## src/shared/sram_ctl_defs.svh

```systemverilog
// Constants for the synchronous burst SRAM control block.
// Behaviour
// - Sleep high: all data lines high-impedance.
// - Read drives data only with output enable low.
// - Deselected device never drives data lines.
// - Write cycle turns drivers off regardless.
// - No decoded write means the cycle reads.
// - Undriven sleep input means normal operation.
// - Processor strobe start: load address, read.
// - Controller strobe start: load address, decode write.
// - Advance low: next address, continue burst.
// - Primary select high blocks processor strobe.
// - Advance high: hold address, repeat access.
// - Global, gate and lane write decode.
// - Burst order linear or interleaved by input.
// - Two-bit burst counter wraps after four.
// - Lane enables ignored on processor strobe edge.
// - Two-cycle wake-up after sleep ends.
`ifndef SRAM_CTL_DEFS_SVH
`define SRAM_CTL_DEFS_SVH

`define SRAM_ADDR_W        20
`define SRAM_LANES         4
`define SRAM_DATA_W        36
`define SRAM_NARROW_MASK   4'h3
`define SRAM_WIDE_MASK     4'hF
`define SRAM_WAKE_CYCLES   2

`define REG_CTRL_OFFSET    12'h000
`define REG_STATUS_OFFSET  12'h004
`define CTRL_NARROW_BIT    0
`define CTRL_SLEEP_BIT     1
`define CTRL_RESET         2'h0
`define STATUS_LANES_LSB   0
`define STATUS_COUNT_LSB   4
`define STATUS_WRITE_BIT   6
`define STATUS_LIVE_BIT    7
`define STATUS_STATE_LSB   8
`define AXI_RESP_OKAY      2'h0
`define AXI_RESP_SLVERR    2'h2

`endif

```

## src/shared/sram_ctl_pkg.sv

```systemverilog
// Types shared by the synchronous burst SRAM control block.
`include "sram_ctl_defs.svh"
package sram_ctl_pkg;

    typedef enum logic [2:0] {
        ST_RUN   = 3'b001,
        ST_SLEEP = 3'b010,
        ST_WAKE  = 3'b100
    } power_state_t;

    typedef struct packed {
        logic                         valid;
        logic                         write;
        logic [`SRAM_LANES-1:0]       lanes;
        logic [`SRAM_ADDR_W-1:0]      addr;
    } mem_req_t;

endpackage

```

## src/design/sync_burst_sram_control.sv

```systemverilog
// Control decode, burst counter, data gating and register slave for a pipelined burst SRAM.
//
// The address map and the AXI4-Lite register port are this design's own decisions.
`timescale 1ns/10ps
`include "sram_ctl_defs.svh"
module sync_burst_sram_control
    import sram_ctl_pkg::*;
#(
    parameter int WAKE_CYCLES = `SRAM_WAKE_CYCLES
) (
    // Clock and reset
    input  wire logic                      aclk,
    input  wire logic                      aresetn,
    // Memory bus control pins
    input  wire logic                      primary_select_n,
    input  wire logic [1:0]                secondary_select_pair,
    input  wire logic                      processor_address_strobe_n,
    input  wire logic                      controller_address_strobe_n,
    input  wire logic                      burst_advance_n,
    input  wire logic                      global_write_n,
    input  wire logic                      byte_write_gate_n,
    input  wire logic [`SRAM_LANES-1:0]    lane_write_n,
    input  wire logic                      burst_order_select,
    input  wire logic                      sleep_request,
    input  wire logic                      output_enable_n,
    input  wire logic [`SRAM_ADDR_W-1:0]   ext_addr,
    // Data pins, split into input, output and enable
    input  wire logic [`SRAM_DATA_W-1:0]   dq_in,
    output logic      [`SRAM_DATA_W-1:0]   dq_out,
    output logic                           dq_oe,
    // Memory array side
    output mem_req_t                       mem_req,
    output logic      [`SRAM_DATA_W-1:0]   mem_wdata,
    input  wire logic [`SRAM_DATA_W-1:0]   mem_rdata,
    // AXI4-Lite write channels
    input  wire logic [11:0]               s_axi_awaddr,
    input  wire logic                      s_axi_awvalid,
    output logic                           s_axi_awready,
    input  wire logic [31:0]               s_axi_wdata,
    input  wire logic [3:0]                s_axi_wstrb,
    input  wire logic                      s_axi_wvalid,
    output logic                           s_axi_wready,
    output logic      [1:0]                s_axi_bresp,
    output logic                           s_axi_bvalid,
    input  wire logic                      s_axi_bready,
    // AXI4-Lite read channels
    input  wire logic [11:0]               s_axi_araddr,
    input  wire logic                      s_axi_arvalid,
    output logic                           s_axi_arready,
    output logic      [31:0]               s_axi_rdata,
    output logic      [1:0]                s_axi_rresp,
    output logic                           s_axi_rvalid,
    input  wire logic                      s_axi_rready
);

    ////////////////////////////////////////////////////////////////////////////////
    // Decode functions.

    function automatic logic [1:0] burst_lo(input logic [1:0] start, input logic [1:0] step,
                                            input logic interleaved);
        logic [1:0] lo;
        lo = interleaved ? (start ^ step) : (start + step);
        return lo;
    endfunction

    function automatic logic [`SRAM_LANES-1:0] decode_lanes(input logic gw_n, input logic bw_n,
                                                            input logic [`SRAM_LANES-1:0] we_n,
                                                            input logic [`SRAM_LANES-1:0] mask);
        logic [`SRAM_LANES-1:0] lanes;
        if (!gw_n) begin
            lanes = mask;
        end else if (!bw_n) begin
            lanes = ~we_n & mask;
        end else begin
            lanes = '0;
        end
        return lanes;
    endfunction

    ////////////////////////////////////////////////////////////////////////////////
    // State.

    power_state_t                state;
    logic [1:0]                  wake_cnt;
    logic                        burst_live;
    logic                        cur_write;
    logic [1:0]                  burst_cnt;
    logic [1:0]                  start_lo;
    logic [`SRAM_ADDR_W-1:2]     addr_hi;
    logic [1:0]                  ctrl;
    logic [`SRAM_LANES-1:0]      last_lanes;

    ////////////////////////////////////////////////////////////////////////////////
    // Synchronous operation decode.

    // The sleep pin is honoured only when high; an undriven pin is held low outside the core.
    wire sleeping  = sleep_request || ctrl[`CTRL_SLEEP_BIT];
    wire run       = (state == ST_RUN) && !sleeping;
    wire sec_ok    = secondary_select_pair[0] && !secondary_select_pair[1];
    wire processor_address_strobe_n_lo   = !processor_address_strobe_n;
    wire controller_address_strobe_n_lo   = !controller_address_strobe_n;
    wire deselect  = (primary_select_n && controller_address_strobe_n_lo) ||
                     (!primary_select_n && !sec_ok && (processor_address_strobe_n_lo || controller_address_strobe_n_lo));
    wire begin_p   = !primary_select_n && sec_ok && processor_address_strobe_n_lo;
    wire begin_c   = !primary_select_n && sec_ok && !processor_address_strobe_n_lo && controller_address_strobe_n_lo;
    // With primary select high the processor strobe is treated as high.
    wire strobes_hi = !controller_address_strobe_n_lo && (!processor_address_strobe_n_lo || primary_select_n);
    wire cont      = strobes_hi && !burst_advance_n && burst_live;
    wire susp      = strobes_hi && burst_advance_n && burst_live;

    wire [`SRAM_LANES-1:0] lane_mask = ctrl[`CTRL_NARROW_BIT] ? `SRAM_NARROW_MASK : `SRAM_WIDE_MASK;
    wire [`SRAM_LANES-1:0] lanes_dec = decode_lanes(global_write_n, byte_write_gate_n,
                                                    lane_write_n, lane_mask);
    wire write_dec = |lanes_dec;
    // Lanes are not looked at on the processor strobe edge; that start is always a read.
    wire [`SRAM_LANES-1:0] op_lanes = begin_p ? '0 : lanes_dec;
    wire op_valid  = run && (begin_p || begin_c || cont || susp);
    wire op_write  = op_valid && (op_lanes != '0);

    wire [1:0] next_cnt = begin_p || begin_c ? 2'h0 : (cont ? burst_cnt + 2'h1 : burst_cnt);
    wire [1:0] next_start = (begin_p || begin_c) ? ext_addr[1:0] : start_lo;
    wire [`SRAM_ADDR_W-1:2] next_hi = (begin_p || begin_c) ? ext_addr[`SRAM_ADDR_W-1:2] : addr_hi;
    wire [1:0] next_lo = burst_lo(next_start, next_cnt, burst_order_select);
    wire next_live = (begin_p || begin_c) ? 1'b1 : (deselect ? 1'b0 : burst_live);

    // Data drivers follow the sampled access; writes, sleep and deselect all turn them off.
    wire next_oe = !sleeping && (state == ST_RUN) && burst_live && !cur_write
                   && !output_enable_n;

    ////////////////////////////////////////////////////////////////////////////////
    // Power state and burst registers.

    always_ff @(posedge aclk) begin
        if (!aresetn) begin
            state    <= ST_RUN;
            wake_cnt <= 2'h0;
        end else begin
            case (state)
                ST_RUN: begin
                    if (sleeping) begin
                        state <= ST_SLEEP;
                    end
                end
                ST_SLEEP: begin
                    if (!sleeping) begin
                        state    <= ST_WAKE;
                        wake_cnt <= 2'(WAKE_CYCLES - 1);
                    end
                end
                ST_WAKE: begin
                    if (sleeping) begin
                        state <= ST_SLEEP;
                    end else if (wake_cnt == 2'h0) begin
                        state <= ST_RUN;
                    end else begin
                        wake_cnt <= wake_cnt - 2'h1;
                    end
                end
                default: begin
                    state <= ST_RUN;
                end
            endcase
        end
    end

    // Burst context is preserved across sleep because nothing here updates outside run.
    always_ff @(posedge aclk) begin
        if (!aresetn) begin
            burst_live <= 1'b0;
            burst_cnt  <= 2'h0;
            start_lo   <= 2'h0;
            addr_hi    <= '0;
            cur_write  <= 1'b0;
            last_lanes <= '0;
        end else if (run) begin
            burst_live <= next_live;
            burst_cnt  <= next_cnt;
            start_lo   <= next_start;
            addr_hi    <= next_hi;
            if (op_valid) begin
                cur_write  <= op_write;
                last_lanes <= op_lanes;
            end
        end
    end

    always_ff @(posedge aclk) begin
        if (!aresetn) begin
            mem_req   <= '0;
            mem_wdata <= '0;
            dq_out    <= '0;
            dq_oe     <= 1'b0;
        end else begin
            mem_req.valid <= op_valid && !deselect;
            mem_req.write <= op_write;
            mem_req.lanes <= op_valid ? op_lanes : '0;
            mem_req.addr  <= {next_hi, next_lo};
            mem_wdata     <= dq_in;
            dq_out        <= mem_rdata;
            dq_oe         <= next_oe;
        end
    end

    ////////////////////////////////////////////////////////////////////////////////
    // AXI4-Lite register slave.

    logic        aw_got;
    logic        w_got;
    logic [11:0] aw_addr;
    logic [31:0] w_data;
    logic [3:0]  w_strb;

    wire aw_hs   = s_axi_awvalid && s_axi_awready;
    wire w_hs    = s_axi_wvalid && s_axi_wready;
    wire do_wr   = aw_got && w_got && !s_axi_bvalid;
    wire wr_ctrl = (aw_addr == `REG_CTRL_OFFSET);
    wire [31:0] status_word = {21'h0, state, burst_live, cur_write, burst_cnt, last_lanes};
    wire [31:0] rd_word = (s_axi_araddr == `REG_CTRL_OFFSET)   ? {30'h0, ctrl} :
                          (s_axi_araddr == `REG_STATUS_OFFSET) ? status_word : 32'h0;
    wire rd_ok   = (s_axi_araddr == `REG_CTRL_OFFSET) || (s_axi_araddr == `REG_STATUS_OFFSET);

    always_ff @(posedge aclk) begin
        if (!aresetn) begin
            s_axi_awready <= 1'b1;
            s_axi_wready  <= 1'b1;
            s_axi_bvalid  <= 1'b0;
            s_axi_bresp   <= `AXI_RESP_OKAY;
            aw_got        <= 1'b0;
            w_got         <= 1'b0;
            aw_addr       <= 12'h000;
            w_data        <= 32'h0000_0000;
            w_strb        <= 4'h0;
            ctrl          <= `CTRL_RESET;
        end else begin
            if (aw_hs) begin
                aw_got        <= 1'b1;
                aw_addr       <= s_axi_awaddr;
                s_axi_awready <= 1'b0;
            end
            if (w_hs) begin
                w_got        <= 1'b1;
                w_data       <= s_axi_wdata;
                w_strb       <= s_axi_wstrb;
                s_axi_wready <= 1'b0;
            end
            if (do_wr) begin
                aw_got       <= 1'b0;
                w_got        <= 1'b0;
                s_axi_bvalid <= 1'b1;
                s_axi_bresp  <= wr_ctrl ? `AXI_RESP_OKAY : `AXI_RESP_SLVERR;
                if (wr_ctrl && w_strb[0]) begin
                    ctrl <= w_data[1:0];
                end
            end
            if (s_axi_bvalid && s_axi_bready) begin
                s_axi_bvalid  <= 1'b0;
                s_axi_awready <= 1'b1;
                s_axi_wready  <= 1'b1;
            end
        end
    end

    always_ff @(posedge aclk) begin
        if (!aresetn) begin
            s_axi_arready <= 1'b1;
            s_axi_rvalid  <= 1'b0;
            s_axi_rdata   <= 32'h0000_0000;
            s_axi_rresp   <= `AXI_RESP_OKAY;
        end else if (s_axi_arvalid && s_axi_arready) begin
            s_axi_arready <= 1'b0;
            s_axi_rvalid  <= 1'b1;
            s_axi_rdata   <= rd_word;
            s_axi_rresp   <= rd_ok ? `AXI_RESP_OKAY : `AXI_RESP_SLVERR;
        end else if (s_axi_rvalid && s_axi_rready) begin
            s_axi_rvalid  <= 1'b0;
            s_axi_arready <= 1'b1;
        end
    end

    ////////////////////////////////////////////////////////////////////////////////
    // Assertions.

    property p_sleep_off;
        @(posedge aclk) disable iff (!aresetn)
        sleeping |=> !dq_oe;
    endproperty
    a_sleep_off: assert property (p_sleep_off) else $error("data driven during sleep");

    property p_oe_gate;
        @(posedge aclk) disable iff (!aresetn)
        output_enable_n |=> !dq_oe;
    endproperty
    a_oe_gate: assert property (p_oe_gate) else $error("data driven with output enable high");

    property p_deselect_off;
        @(posedge aclk) disable iff (!aresetn)
        run && deselect |-> ##2 !dq_oe;
    endproperty
    a_deselect_off: assert property (p_deselect_off) else $error("deselected device drives data");

    property p_write_off;
        @(posedge aclk) disable iff (!aresetn)
        op_write && !sleeping |=> mem_req.write ##1 !dq_oe;
    endproperty
    a_write_off: assert property (p_write_off) else $error("drivers on during write");

    property p_no_write_read;
        @(posedge aclk) disable iff (!aresetn)
        run && !write_dec |=> !mem_req.write && (mem_req.lanes == '0);
    endproperty
    a_no_write_read: assert property (p_no_write_read) else $error("write without decode");

    property p_deselect;
        @(posedge aclk) disable iff (!aresetn)
        run && deselect |=> !mem_req.valid && !burst_live;
    endproperty
    a_deselect: assert property (p_deselect) else $error("deselect did not end access");

    property p_begin_read;
        @(posedge aclk) disable iff (!aresetn)
        run && begin_p |=> mem_req.valid && !mem_req.write && (mem_req.addr == $past(ext_addr));
    endproperty
    a_begin_read: assert property (p_begin_read) else $error("processor start not a read");

    property p_begin_ctrl;
        @(posedge aclk) disable iff (!aresetn)
        run && begin_c |=> (mem_req.addr == $past(ext_addr)) && (mem_req.write == $past(write_dec));
    endproperty
    a_begin_ctrl: assert property (p_begin_ctrl) else $error("controller start wrong");

    property p_continue;
        @(posedge aclk) disable iff (!aresetn)
        run && cont |=> burst_cnt == 2'($past(burst_cnt) + 2'h1);
    endproperty
    a_continue: assert property (p_continue) else $error("burst did not advance");

    property p_suspend;
        @(posedge aclk) disable iff (!aresetn)
        run && susp |=> $stable(burst_cnt) && $stable(start_lo) && mem_req.valid;
    endproperty
    a_suspend: assert property (p_suspend) else $error("suspend moved the address");

    property p_global_write;
        @(posedge aclk) disable iff (!aresetn)
        run && !global_write_n && (begin_c || cont || susp) |=> mem_req.lanes == $past(lane_mask);
    endproperty
    a_global_write: assert property (p_global_write) else $error("global write not all lanes");

    property p_wake;
        @(posedge aclk) disable iff (!aresetn)
        state == ST_SLEEP && !sleeping |=> (state == ST_WAKE && !mem_req.valid)[*2] ##1 state == ST_RUN;
    endproperty
    a_wake: assert property (p_wake) else $error("wake-up not two cycles");

endmodule

```

## config.mk

```make
export PLATFORM = sky130hd
export DESIGN_NAME = sync_burst_sram_control
export DESIGN_NICKNAME = d
export VERILOG_FILES = /design/src/shared/sram_ctl_pkg.sv /design/src/design/sync_burst_sram_control.sv
export VERILOG_INCLUDE_DIRS = /design/src /design/src/shared
export SDC_FILE = /design/constraint.sdc
export NUM_CORES = 1
export LEC_CHECK = 0
export BUFFER_PORTS_ARGS = -buffer_cell sky130_fd_sc_hd__buf_2
export CAP_MARGIN = 40
export CORE_AREA = 2 2 201 104
export DETAILED_ROUTE_END_ITERATION = 10
export DIE_AREA = 0 0 203 106
export MAX_ROUTING_LAYER = met4
export SLEW_MARGIN = 5
export SYNTH_ARGS = -nofsm -noshare
export SYNTH_HDL_FRONTEND = slang
export SYNTH_SLANG_ARGS = --single-unit
```

## constraint.sdc

```tcl
create_clock -name aclk -period 2.25 [get_ports aclk]
set_input_delay 0.225 -clock aclk [delete_from_list [all_inputs] [get_ports aclk]]
set_output_delay 0.225 -clock aclk [all_outputs]
set_load 0.005 [all_outputs]
```

; Word-level counts from Yosys, hierarchy flattened
; Index checks and enable logic that the tools add are counted.
[op_classes]
mux = 28
addsub = 3
n_eq_ne = 9
bitwise = 4
n_reduce_logical = 62
[op_table]
columns = operator, count
row1 = $logic_and 1x1->1, 28
row2 = $logic_not 12->1, 2
row3 = $mux 11, 2
row4 = $mux 18, 1
row5 = $mux 2, 9
row6 = $mux 4, 4
row7 = $eq 12x3->1 const B, 1
row8 = $mux 3, 4
row9 = $logic_not 1->1, 11
row10 = $pmux 3 s3, 1
row11 = $logic_or 1x1->1, 8
row12 = $ne 2x2->1 const B, 4
row13 = $reduce_and 2->1, 4
row14 = $mux 1, 6
row15 = $reduce_bool 2->1, 3
row16 = $and 4x4->4, 1
row17 = $not 4->4, 1
row18 = $pmux 2 s2, 1
row19 = $reduce_and 4->1, 1
row20 = $reduce_bool 4->1, 1
row21 = $reduce_or 2->1, 2
row22 = $eq 3x1->1 const B, 1
row23 = $eq 3x2->1 const B, 1
row24 = $eq 3x3->1 const B, 1
row25 = other kinds (8), 8
[word_totals]
ff_bits = 192
inputBits = 174
wordCells = 135
out_inout_bits = 140

; Longest topological paths before layout
; Gate-level depths: netlist of run 1.
[logic_depth]
depth_word = 10
depth_mapped = 10
mapped_depth_nobuf = 9

; Least setup slack after synthesis of run 1
; OpenSTA, ideal clock, no wires.
[synth_path]
path_type = input to register
start = input port primary_select_n
end = register mem_req[1] (netlist bit)
required_ns = 2.178
setup_ns = 0.072
path_stages = 8
setup_slack_ns = 0.313
n_path_buf = 0
arrival_ns = 1.866
path_cell_list = or3b_4 nor2_2 mux2_1 ha_1 nand2b_1 or4_1 nand4_1 mux2i_1
[synth_via]
elab_chain_cells = 8
elab_cells_between_ends = 16
classes_between = add/sub: 1 / mux: 4 / bitwise: 1 / reduce/logical: 10
[synth_lines]
columns = element, line
row1 = "start, declared", sync_burst_sram_control.sv:15  ; input wire logic primary_select_n,
row2 = $logic_not 1->1 (*), "sync_burst_sram_control.sv:104, sync_burst_sram_control.sv:105"
row3 = $logic_and 1x1->1 (*), "sync_burst_sram_control.sv:104, sync_burst_sram_control.sv:105"
row4 = $logic_and 1x1->1 (2 in a row), sync_burst_sram_control.sv:105  ; wire begin_c = !primary_select_n && sec_ok && !processor_address_strobe_n_lo && controller_address_strobe_n_lo ...
row5 = $logic_or 1x1->1 (*), sync_burst_sram_control.sv:121  ; wire [1:0] next_start = (begin_p || begin_c) ? ext_addr[1:0] : start_lo;
row6 = $mux 2 (*), sync_burst_sram_control.sv:121
row7 = net next_start[0], sync_burst_sram_control.sv:121
row8 = $add 2x2->2 (*), sync_burst_sram_control.sv:62  ; lo = interleaved ? (start ^ step) : (start + step);
row9 = $mux 2 (*), sync_burst_sram_control.sv:62
row10 = "end, declared", sync_burst_sram_control.sv:32  ; output mem_req_t mem_req,
; The timed path passes the listed nets; every way through them passes the cells marked *.
; A chain may end at the register's enable or synchronous reset.

; Worst setup path after layout of run 1
[layout_path]
start = register burst_live
end = register mem_req[1] (netlist bit)
[layout_via]
elab_chain_cells = 5
elab_cells_between_ends = 6
classes_between = add/sub: 1 / mux: 3 / bitwise: 1 / reduce/logical: 1
[layout_lines]
columns = element, line
row1 = "start, declared", sync_burst_sram_control.sv:85  ; logic burst_live;
row2 = "start signal, assigned", sync_burst_sram_control.sv:176  ; burst_live <= next_live;
row3 = $logic_and 1x1->1, sync_burst_sram_control.sv:108  ; wire cont = strobes_hi && !burst_advance_n && burst_live;
row4 = $mux 2 (2 in a row), sync_burst_sram_control.sv:120  ; wire [1:0] next_cnt = begin_p || begin_c ? 2'h0 : (cont ? burst_cnt + 2'h1 : burst_cnt);
row5 = net next_cnt[0], sync_burst_sram_control.sv:120
row6 = $add 2x2->2, sync_burst_sram_control.sv:62
row7 = $mux 2, sync_burst_sram_control.sv:62
; The timed path passes the listed nets, and every way through them passes these cells.

==> impl_metrics.py, run 1 <==
metrics = {
    "outcome": {
        "outcome": "completed",
    },
    "pwr": {
        "p_per_area_nw_per_um2": 778.9,
        "p_leak_nw": 3.942,
        "vdd_drop_max_uv": 468.9,
    },
    "routing": {
        "via_per_inst": 4.340,
        "vias": 5282,
        "antenna_left": 0,
        "drt_iter0_markers": 215,
        "drc": 0,
        "wire_per_inst_um": 13.76,
        "drt-total-wl_mm": 16.75,
        "drt_pass1_iterations": 4,
    },
    "timing": {
        "fin_crit_ps": 1902,
        "finalSetupViolCount": 0,
        "fin_skew_ps": 13.26,
        "setup_tns_ps": 0,
        "rsz0062_at_grt": "no",
        "hold_violations": 0,
        "period_share_pct": 84.53,
        "clock.fmax_mhz": 525.8,
        "tightest_slew_ps": 770.7,
        "maxSlewViolCount": 0,
        "slew_headroom_pct": 48.43,
    },
    "cts": {
        "cts_setup_buffers": 0,
        "cts_sinks": 169,
        "clk_path_buf_depth": 2,
        "clkTransAtPathRegs_ps": 70,
        "cts.root.buffer_cell": "clkbuf_16",
        "cts.repair.resized": 0,
        "hold_buffers": 65,
        "clk_latency_ps": 430,
        "cts_buffers": 17,
        "cts_htree_levels": 4,
        "cts_tree": "done",
    },
    "synth": {
        "yosys.area.top_type": "dfxtp_1",
        "yosysWarnings": 0,
        "synthTopCellsByArea": "dfxtp_1 (58%), and2_1 (8.6%), a21oi_1 (5.4%)",
        "synth.cell_area_um2": 5862,
        "ys_ff_latch": 169,
        "avgSynthCellArea_um2": 9.625,
        "synthArstFlopShare_pct": 0,
        "synthDistinctLibCells": 50,
        "synthFlopType": "dfxtp_1",
        "yosys.area.top_type_share_pct": 57.72,
        "synth-edff-count": 0,
        "yosysSeqAreaShare_pct": 57.72,
        "netlist_instances": 609,
    },
    "place": {
        "portBuffers": 257,
        "gp_congestion": 0.8076,
        "dpl.hpwl_mm": 11.44,
        "placed_cells": 1117,
    },
    "finish": {
        "final_layout_size_suffix_gt1_share_pct": 32.84,
        "syn_to_final_growth_pct": 47.34,
        "final_cells": 1217,
        "mostFrequentLayoutCells": "buf_2 (257), dfxtp_1 (169), and2_1 (81)",
        "antenna_cells": 0,
        "fin_util_pct": 43.29,
        "final_common_cell": "buf_2",
        "layout.nets": 1107,
    },
    "worst_hold_path": {
        "holdCritStartpoint": "dq_in[6]",
        "holdCritPathClass": "in -> reg",
        "holdPathStages": 2,
        "whs_endpoint": "mem_wdata[6]",
    },
    "worst_setup_path": {
        "cp_cell_sequence": "o211ai_4 -> nor2_1 -> xnor2_1 -> nor2_1 -> ha_1 -> nand2b_1 -> or4_1 -> nand4_1 -> mux2i_1",
        "crit_required_ps": 2610,
        "start_kind": "flip-flop",
        "reg2reg_slack_ps": 350,
        "max_stage_delay_ps": 410,
        "r2r_end": "mem_req[1]",
        "crit_top_cell": "nor2_1",
        "cp_max_fo": 4,
        "endpoint_kind": "flip-flop",
        "path_class": "reg -> reg",
        "crit_start": "burst_live",
        "cp_slowest_cell": "or4_1",
        "crit_arrival_ps": 2260,
        "reg2regPathDepth": 9,
        "r2r-start": "burst_live",
    },
    "global_route": {
        "grt_pass1_vias": 4963,
        "gr-total-overflow": 0,
        "grt_start_max_net_pins": 72,
        "grt_pass1_wl_mm": 25.70,
        "grt.total_usage_pct": 15.70,
        "antenna_found_initial": 0,
    },
    "die": {
        "die_width_um": 203,
        "io_pins": 314,
        "die_h_um": 106,
        "core_area_um2": 19950,
        "rows": 37,
        "die_area_um2": 21520,
        "start_util_pct": 29.38,
    },
    "job": {
        "maxCapViolCount": 0,
    },
}
-- logic make-up after synthesis --
group	synth area share [%]
AND/OR/NAND/NOR	20.70
flip-flops	57.72
AO/OA/AOI/OAI	13.60
buffers and inverters	5.976
multiplexers	1.217
adder cells (fa/ha/maj)	0.4268
XOR/XNOR	0.2989
other	0.06397
-- worst max path at each step --
stage | to | slack, ps | depth (start not counted)
after detailed placement | mem_req[1] | 100 | 9
final | mem_req[1] | 350 | 9
after global routing | mem_req[1] | 150 | 9
after global placement | mem_req[1] | 120 | 9
after CTS | mem_req[1] | 330 | 9
after floorplan | mem_req[1] | 310 | 8
-- per-layer routing --
metal  GRT usage, %  vias up  part of all wire, %
li1               -     2652                    -
met1          21.58     2440                   50
met2          22.48      175                   42
met3          4.261       15                  6.7
met4          4.640        0                 0.99
met5              -        -                    0
-- area by class of cell --
cell class / count / area, um2
sequential: 169 / 3383
inverter: 8 / 30.03
fill: 1927 / 11320
tap: 273 / 341.6
clock buffer: 18 / 439.2
clock inverter: 14 / 147.6
timing repair buffer: 339 / 2085
multi-input combinational: 396 / 2211
-- metrics by stage --
| stage | setup slack [ps] | power (mW) | cell area, um2 | hold WS, ps |
|---|---|---|---|---|
| floorplan | 312.6 | 3.486 | 5944 | 302.1 |
| global placement | 118.1 | 3.744 | 7370 | 395.3 |
| global route | 152.1 | 7.053 | 8637 | 3.283 |
| CTS | 329.6 | 6.823 | 8607 | 0.5869 |
| detailed placement | 104.4 | 3.750 | 7370 | 406.1 |
| finish | 348.0 | 6.727 | 8637 | 23.72 |
-- sequential cells by signal (all words and copies together) (netlist names), 2 cells and up --
name	flops
w_data	2
start_lo	2
wake_cnt	2
burst_cnt	2
ctrl	2
addr_hi	18
last_lanes	4
dq_out	36
aw_addr	12
s_axi_rdata	11
mem_req	26
state	3
mem_wdata	36
-- power by group --
part / leakage (nW) / internal, mW / switching, mW
registers: 1.39 / 3.11 / 0.0487
logic: 2.27 / 0.325 / 0.299
clock network: 0.281 / 1.60 / 1.34
total: 3.94 / 5.04 / 1.69
-- critical path, delay by kind of cell (launching register included) --
| family | cells | cell delay (ps) |
|---|---|---|
| flip-flops | 1 | 400 |
| XOR/XNOR | 1 | 100 |
| AND/OR/NAND/NOR | 5 | 930 |
| multiplexers | 1 | 180 |
| AO/OA/AOI/OAI | 1 | 90 |
| adder cells (fa/ha/maj) | 1 | 150 |
-- cell usage after synthesis (8+ instances only) --
cell and count:
a21oi_1 63, a22o_1 12, and2_1 81, buf_4 25
clkbuf_1 25, dfxtp_1 169, inv_1 8, nand2_1 75
nand3_1 22, nor2_1 18, o21ai_0 32
Power figures use the tool's default switching activity.
==> run 2: changes to the inputs <==
Clock period 2.25 ns to 1.8 ns, I/O delays scaled along.
==> impl_metrics.py, run 2 (synthesis results as in run 1) <==
metrics = {
    "timing": {
        "fin_skew_ps": 8.101,
        "rsz0062_at_grt": "yes",
        "finalSetupViolCount": 0,
        "clock.fmax_mhz": 569.9,
        "maxSlewViolCount": 0,
        "slew_headroom_pct": 48.64,
        "hold_violations": 0,
        "period_share_pct": 97.47,
        "fin_crit_ps": 1755,
        "tightest_slew_ps": 767.6,
    },
    "routing": {
        "drt_pass1_iterations": 5,
        "vias": 5501,
        "highest_layer": "met4",
        "wire_per_inst_um": 14.08,
        "wl_met3_mm": 1.224,
        "antenna_left": 0,
        "drt_iter0_markers": 385,
        "drt-met1-wl_mm": 8.926,
        "drc": 0,
        "drt-total-wl_mm": 17.75,
        "wl_met2_mm": 7.394,
        "via_per_inst": 4.362,
    },
    "global_route": {
        "grt.total_usage_pct": 16.75,
        "grt_pass1_wl_mm": 27.05,
        "gr-total-overflow": 0,
        "antenna_found_initial": 0,
        "grt_start_max_net_pins": 84,
        "grt_pass1_vias": 5077,
    },
    "worst_setup_path": {
        "crit_arrival_ps": 2100,
        "start_kind": "flip-flop",
        "path_class": "reg -> reg",
        "crit_required_ps": 2150,
        "cp_max_fo": 3,
        "r2r_end": "mem_req[1]",
        "reg2regPathDepth": 10,
        "r2r-start": "burst_live",
        "reg2reg_slack_ps": 50,
        "endpoint_kind": "flip-flop",
    },
    "finish": {
        "n_fill_cell": 1912,
        "final_cells": 1261,
        "multi_input_area_um2": 2233,
        "mostFrequentLayoutCells": "buf_2 (257), dfxtp_1 (168), dlygate4sd3_1 (99)",
        "final_layout_size_suffix_gt1_share_pct": 32.62,
        "syn_to_final_growth_pct": 54.30,
        "regArea_um2": 3385,
        "fin_util_pct": 45.33,
        "final_common_cell": "buf_2",
        "layout.nets": 1152,
        "fin_area_um2": 9045,
        "reg_top3": "dq_out x36, mem_wdata x36, mem_req x26",
    },
    "pwr": {
        "total_power_mw": 8.191,
        "p_leak_nw": 4.139,
        "p_per_area_nw_per_um2": 905.6,
        "vdd_drop_max_uv": 557.9,
    },
    "cts": {
        "cts_tree": "done",
        "clk_path_buf_depth": 2,
        "clk_latency_ps": 420,
        "cts.root.buffer_cell": "clkbuf_16",
        "cts_htree_levels": 4,
        "cts_sinks": 169,
        "clkTransAtPathRegs_ps": 60,
        "cts_buffers": 17,
    },
    "job": {
        "maxCapViolCount": 0,
    },
    "worst_hold_path": {
        "holdPathStages": 3,
        "holdCritStartpoint": "ext_addr[3]",
        "whs_endpoint": "mem_req[3]",
        "holdCritPathClass": "in -> reg",
    },
    "die": {
        "rows": 37,
        "die_area_um2": 21520,
        "core_area_um2": 19950,
        "io_pins": 314,
        "die_h_um": 106,
        "die_width_um": 203,
        "start_util_pct": 29.38,
    },
    "place": {
        "dpl.hpwl_mm": 12.18,
        "gp_congestion": 0.8449,
        "place_area_um2": 7497,
        "placed_cells": 1130,
        "portBuffers": 257,
    },
    "outcome": {
        "outcome": "completed",
    },
}
run 2: cell count changes in the layout (fill, tap and decap cells not counted), moves of 3 or more:
cell	delta
inv_6	-7
clkinvlp_4	-3
clkbuf_1	+3
buf_4	+12
inv_8	-3
clkinv_2	+6
dlygate4sd3_1	+31
run 2: worst max path at each step:
stage / startpoint / slack (ps) / endpoint / cells past startpoint
final: burst_live / 50 / mem_req[1] / 10
after CTS: burst_live / 9 / mem_req[1] / 9
after global routing: burst_live / -80 / mem_req[1] / 9
after floorplan: secondary_select_pair[0] / -20 / mem_req[1] / 10
after detailed placement: primary_select_n / -230 / mem_req[1] / 9
after global placement: primary_select_n / -190 / mem_req[1] / 9
run 2: cell type report:
type	instances	share of cell area (%)
well taps	273	3.776
diodes	1	0.02767
inverters	8	0.3320
flip-flops and latches	169	37.42
clock buffers	21	4.980
multi-input cells	396	24.69
repair buffers	384	27.92
clock inverters	9	0.8577
run 2: worst max-delay path, stage by stage (launching register included):
cell and delay, ps:
dfxtp_2 350, o211ai_4 80, nor2_4 110, xnor2_1 90, nor2_1 100, ha_1 150
nand2b_1 80, buf_4 150, a211o_1 260, nand4_1 120, mux2i_1 190
run 2: layer usage:
layer / up-vias / track usage (%)
met2: 196 / 23.34
met1: 2548 / 23.49
met3: 17 / 4.537
li1: 2740 / -
met4: 0 / 5.057
met5: - / -
run 2: metrics by stage:
| step | TNS, ps | hold WS (ps) | setup WS (ps) |
|---|---|---|---|
| 6_report | 0 | 23.16 | 45.45 |
| 2_1_floorplan | -23.72 | 257.1 | -23.72 |
| 3_3_place_gp | -221.0 | 363.3 | -194.5 |
| 3_5_place_dp | -330.3 | 360.3 | -232.5 |
| 4_1_cts | 0 | 0.8141 | 8.952 |
| 5_1_grt | -79.20 | 18.89 | -79.20 |
run 2: report_power, final:
part	internal, mW	total [mW]	switching, mW
clock	1.91	3.37	1.46
sequential	3.89	3.95	0.0582
combinational	0.471	0.874	0.403
run 2: repair_timing:
action | 4_1_cts | 5_1_grt
hold endpoints to repair | 108 | 0
setup endpoints to repair | 1 | 24
buffers inserted | 0 | 1
gates resized for setup | 3 | 2
gates cloned | 0 | 0
pin swaps | 0 | 0
hold buffers | 99 | 0
==> run 3: changes to the inputs <==
==> constraint.sdc (replaced) <==
create_clock -name aclk -period 1.8 [get_ports aclk]
set_input_delay 0.18 -clock aclk [delete_from_list [all_inputs] [get_ports aclk]]
set_output_delay 0.18 -clock aclk [all_outputs]
set_load 0.1 [all_outputs]
==> impl_metrics.py, run 3 (synthesis results as in run 1) <==
metrics = {
    "routing": {
        "drt_pass1_iterations": 5,
        "antenna_left": 0,
        "via_per_inst": 4.331,
        "drt_iter0_markers": 277,
        "vias": 5505,
        "drt-total-wl_mm": 17.80,
        "drc": 0,
        "wire_per_inst_um": 14.01,
    },
    "die": {
        "io_pins": 314,
        "die_width_um": 203,
        "core_area_um2": 19950,
        "start_util_pct": 29.38,
        "rows": 37,
        "die_area_um2": 21520,
        "die_h_um": 106,
    },
    "timing": {
        "setup_slack_ps": -3.860,
        "finalSetupViolCount": 1,
        "clock.fmax_mhz": 554.4,
        "hold_violations": 0,
        "maxSlewViolCount": 0,
        "fin_skew_ps": 6.390,
        "slew_headroom_pct": 51.82,
        "fin_crit_ps": 1804,
        "rsz0062_at_grt": "yes",
        "period_share_pct": 100.2,
        "tightest_slew_ps": 720.0,
    },
    "outcome": {
        "outcome": "complete, but fails checks",
        "violations": "setup timing",
    },
    "job": {
        "maxCapViolCount": 0,
    },
    "cts": {
        "cts_sinks": 169,
        "clkTransAtPathRegs_ps": 70,
        "cts_htree_levels": 4,
        "cts_buffers": 17,
        "clk_latency_ps": 430,
        "cts.root.buffer_cell": "clkbuf_16",
        "cts_tree": "done",
        "clk_path_buf_depth": 2,
    },
    "finish": {
        "reg_top3": "dq_out x36, mem_wdata x36, mem_req x26",
        "layout.nets": 1161,
        "final_layout_size_suffix_gt1_share_pct": 32.97,
        "n_fill_cell": 1846,
        "final_common_cell": "buf_2",
        "antenna_cells": 0,
        "fin_area_um2": 9253,
        "syn_to_final_growth_pct": 57.84,
        "mostFrequentLayoutCells": "buf_2 (257), dfxtp_1 (167), dlygate4sd3_1 (108)",
    },
    "global_route": {
        "antenna_found_initial": 0,
        "grt.total_usage_pct": 17.41,
        "grt_start_max_net_pins": 84,
        "grt_pass1_wl_mm": 28.17,
        "gr-total-overflow": 0,
        "grt_pass1_vias": 5346,
    },
    "worst_setup_path": {
        "crit_required_ps": 2160,
        "max_stage_delay_ps": 390,
        "endpoint_kind": "flip-flop",
        "start_kind": "flip-flop",
        "cp_max_fo": 4,
        "reg2reg_slack_ps": -4,
        "cp_cell_sequence": "o211ai_4 -> nor2_4 -> xnor2_1 -> nor2_1 -> ha_2 -> nand2b_4 -> or4_1 -> nand4_1 -> mux2i_1",
        "cp_slowest_cell": "or4_1",
        "path_class": "reg -> reg",
        "crit_arrival_ps": 2160,
        "critPathTopFamily": "simple AND/OR/NAND/NOR gates",
        "path_buf_inv": 0,
    },
    "worst_hold_path": {
        "holdCritPathClass": "in -> reg",
    },
    "place": {
        "dpl.hpwl_mm": 11.85,
        "gp_congestion": 0.7981,
        "portBuffers": 257,
        "place_area_um2": 7498,
    },
    "pwr": {
        "vdd_drop_max_uv": 732.5,
        "total_power_mw": 9.752,
        "p_per_area_nw_per_um2": 1054,
        "p_leak_nw": 4.222,
    },
}
[run 3: layer usage]
layer / up-vias / GRT usage [%] / wire, um / part of all wire [%]
li1: 2764 / - / - / -
met1: 2524 / 22.80 / 8639 / 49
met2: 193 / 25.54 / 7617 / 43
met3: 24 / 4.936 / 1240 / 7.0
met4: 0 / 6.517 / 303 / 1.7
met5: - / - / 0 / 0
[run 3: through the flow]
stage,util (%),cells,hold slack (ps),setup TNS [ps],setup WS [ps]
final,46.37,1271,45.67,-3.860,-3.860
after global routing,46.37,1271,51.49,-116.9,-116.9
after CTS,46.22,1270,1.755,-12.35,-12.35
after detailed placement,37.58,1130,354.3,-203.3,-203.3
after global placement,37.58,1130,351.7,-154.9,-154.9
after floorplan,-,631,257.1,-23.72,-23.72
[run 3: path summary, 6_finish.rpt]
kind	from	cells past startpoint	end
worst min register to register	addr_hi[3]	2	mem_req[3]
worst max register to register	burst_live	9	mem_req[1]
worst max-delay path	burst_live	9	mem_req[1]
worst min-delay path	ext_addr[1]	3	start_lo[1]
[run 3: worst register-to-register path, delay by kind of cell (launching register included)]
family,cells,cell delay (ps)
fa+ha+maj,1,230
mux,1,190
flops,1,350
xor+xnor,1,70
simple gates,5,810
compound gates,1,80
[run 3: timing repair]
| action | CTS | global route |
|---|---|---|
| hold buffers | 108 | 0 |
| pin swaps | 0 | 1 |
| gates resized for setup | 2 | 4 |
| setup endpoints to repair | 1 | 4 |
| endpoints found under the hold margin | 125 | 0 |
| buffers inserted | 0 | 1 |
[run 3: layout make-up]
| type | count | area (um2) | share of cell area (%) |
|---|---|---|---|
| sequential | 169 | 3386 | 36.59 |
| timing repair buffer | 393 | 2615 | 28.26 |
| multi-input combinational | 396 | 2242 | 24.23 |
| clock buffer | 17 | 425.4 | 4.598 |
| tap | 273 | 341.6 | 3.692 |
| clock inverter | 15 | 212.7 | 2.299 |
| inverter | 8 | 30.03 | 0.3245 |
[run 3: report_power, final]
| part | leakage [nW] | switching, mW | internal (mW) |
|---|---|---|---|
| Clock | 0.313 | 1.59 | 2.35 |
| Combinational | 2.52 | 1.38 | 0.486 |
| Sequential | 1.39 | 0.0593 | 3.89 |
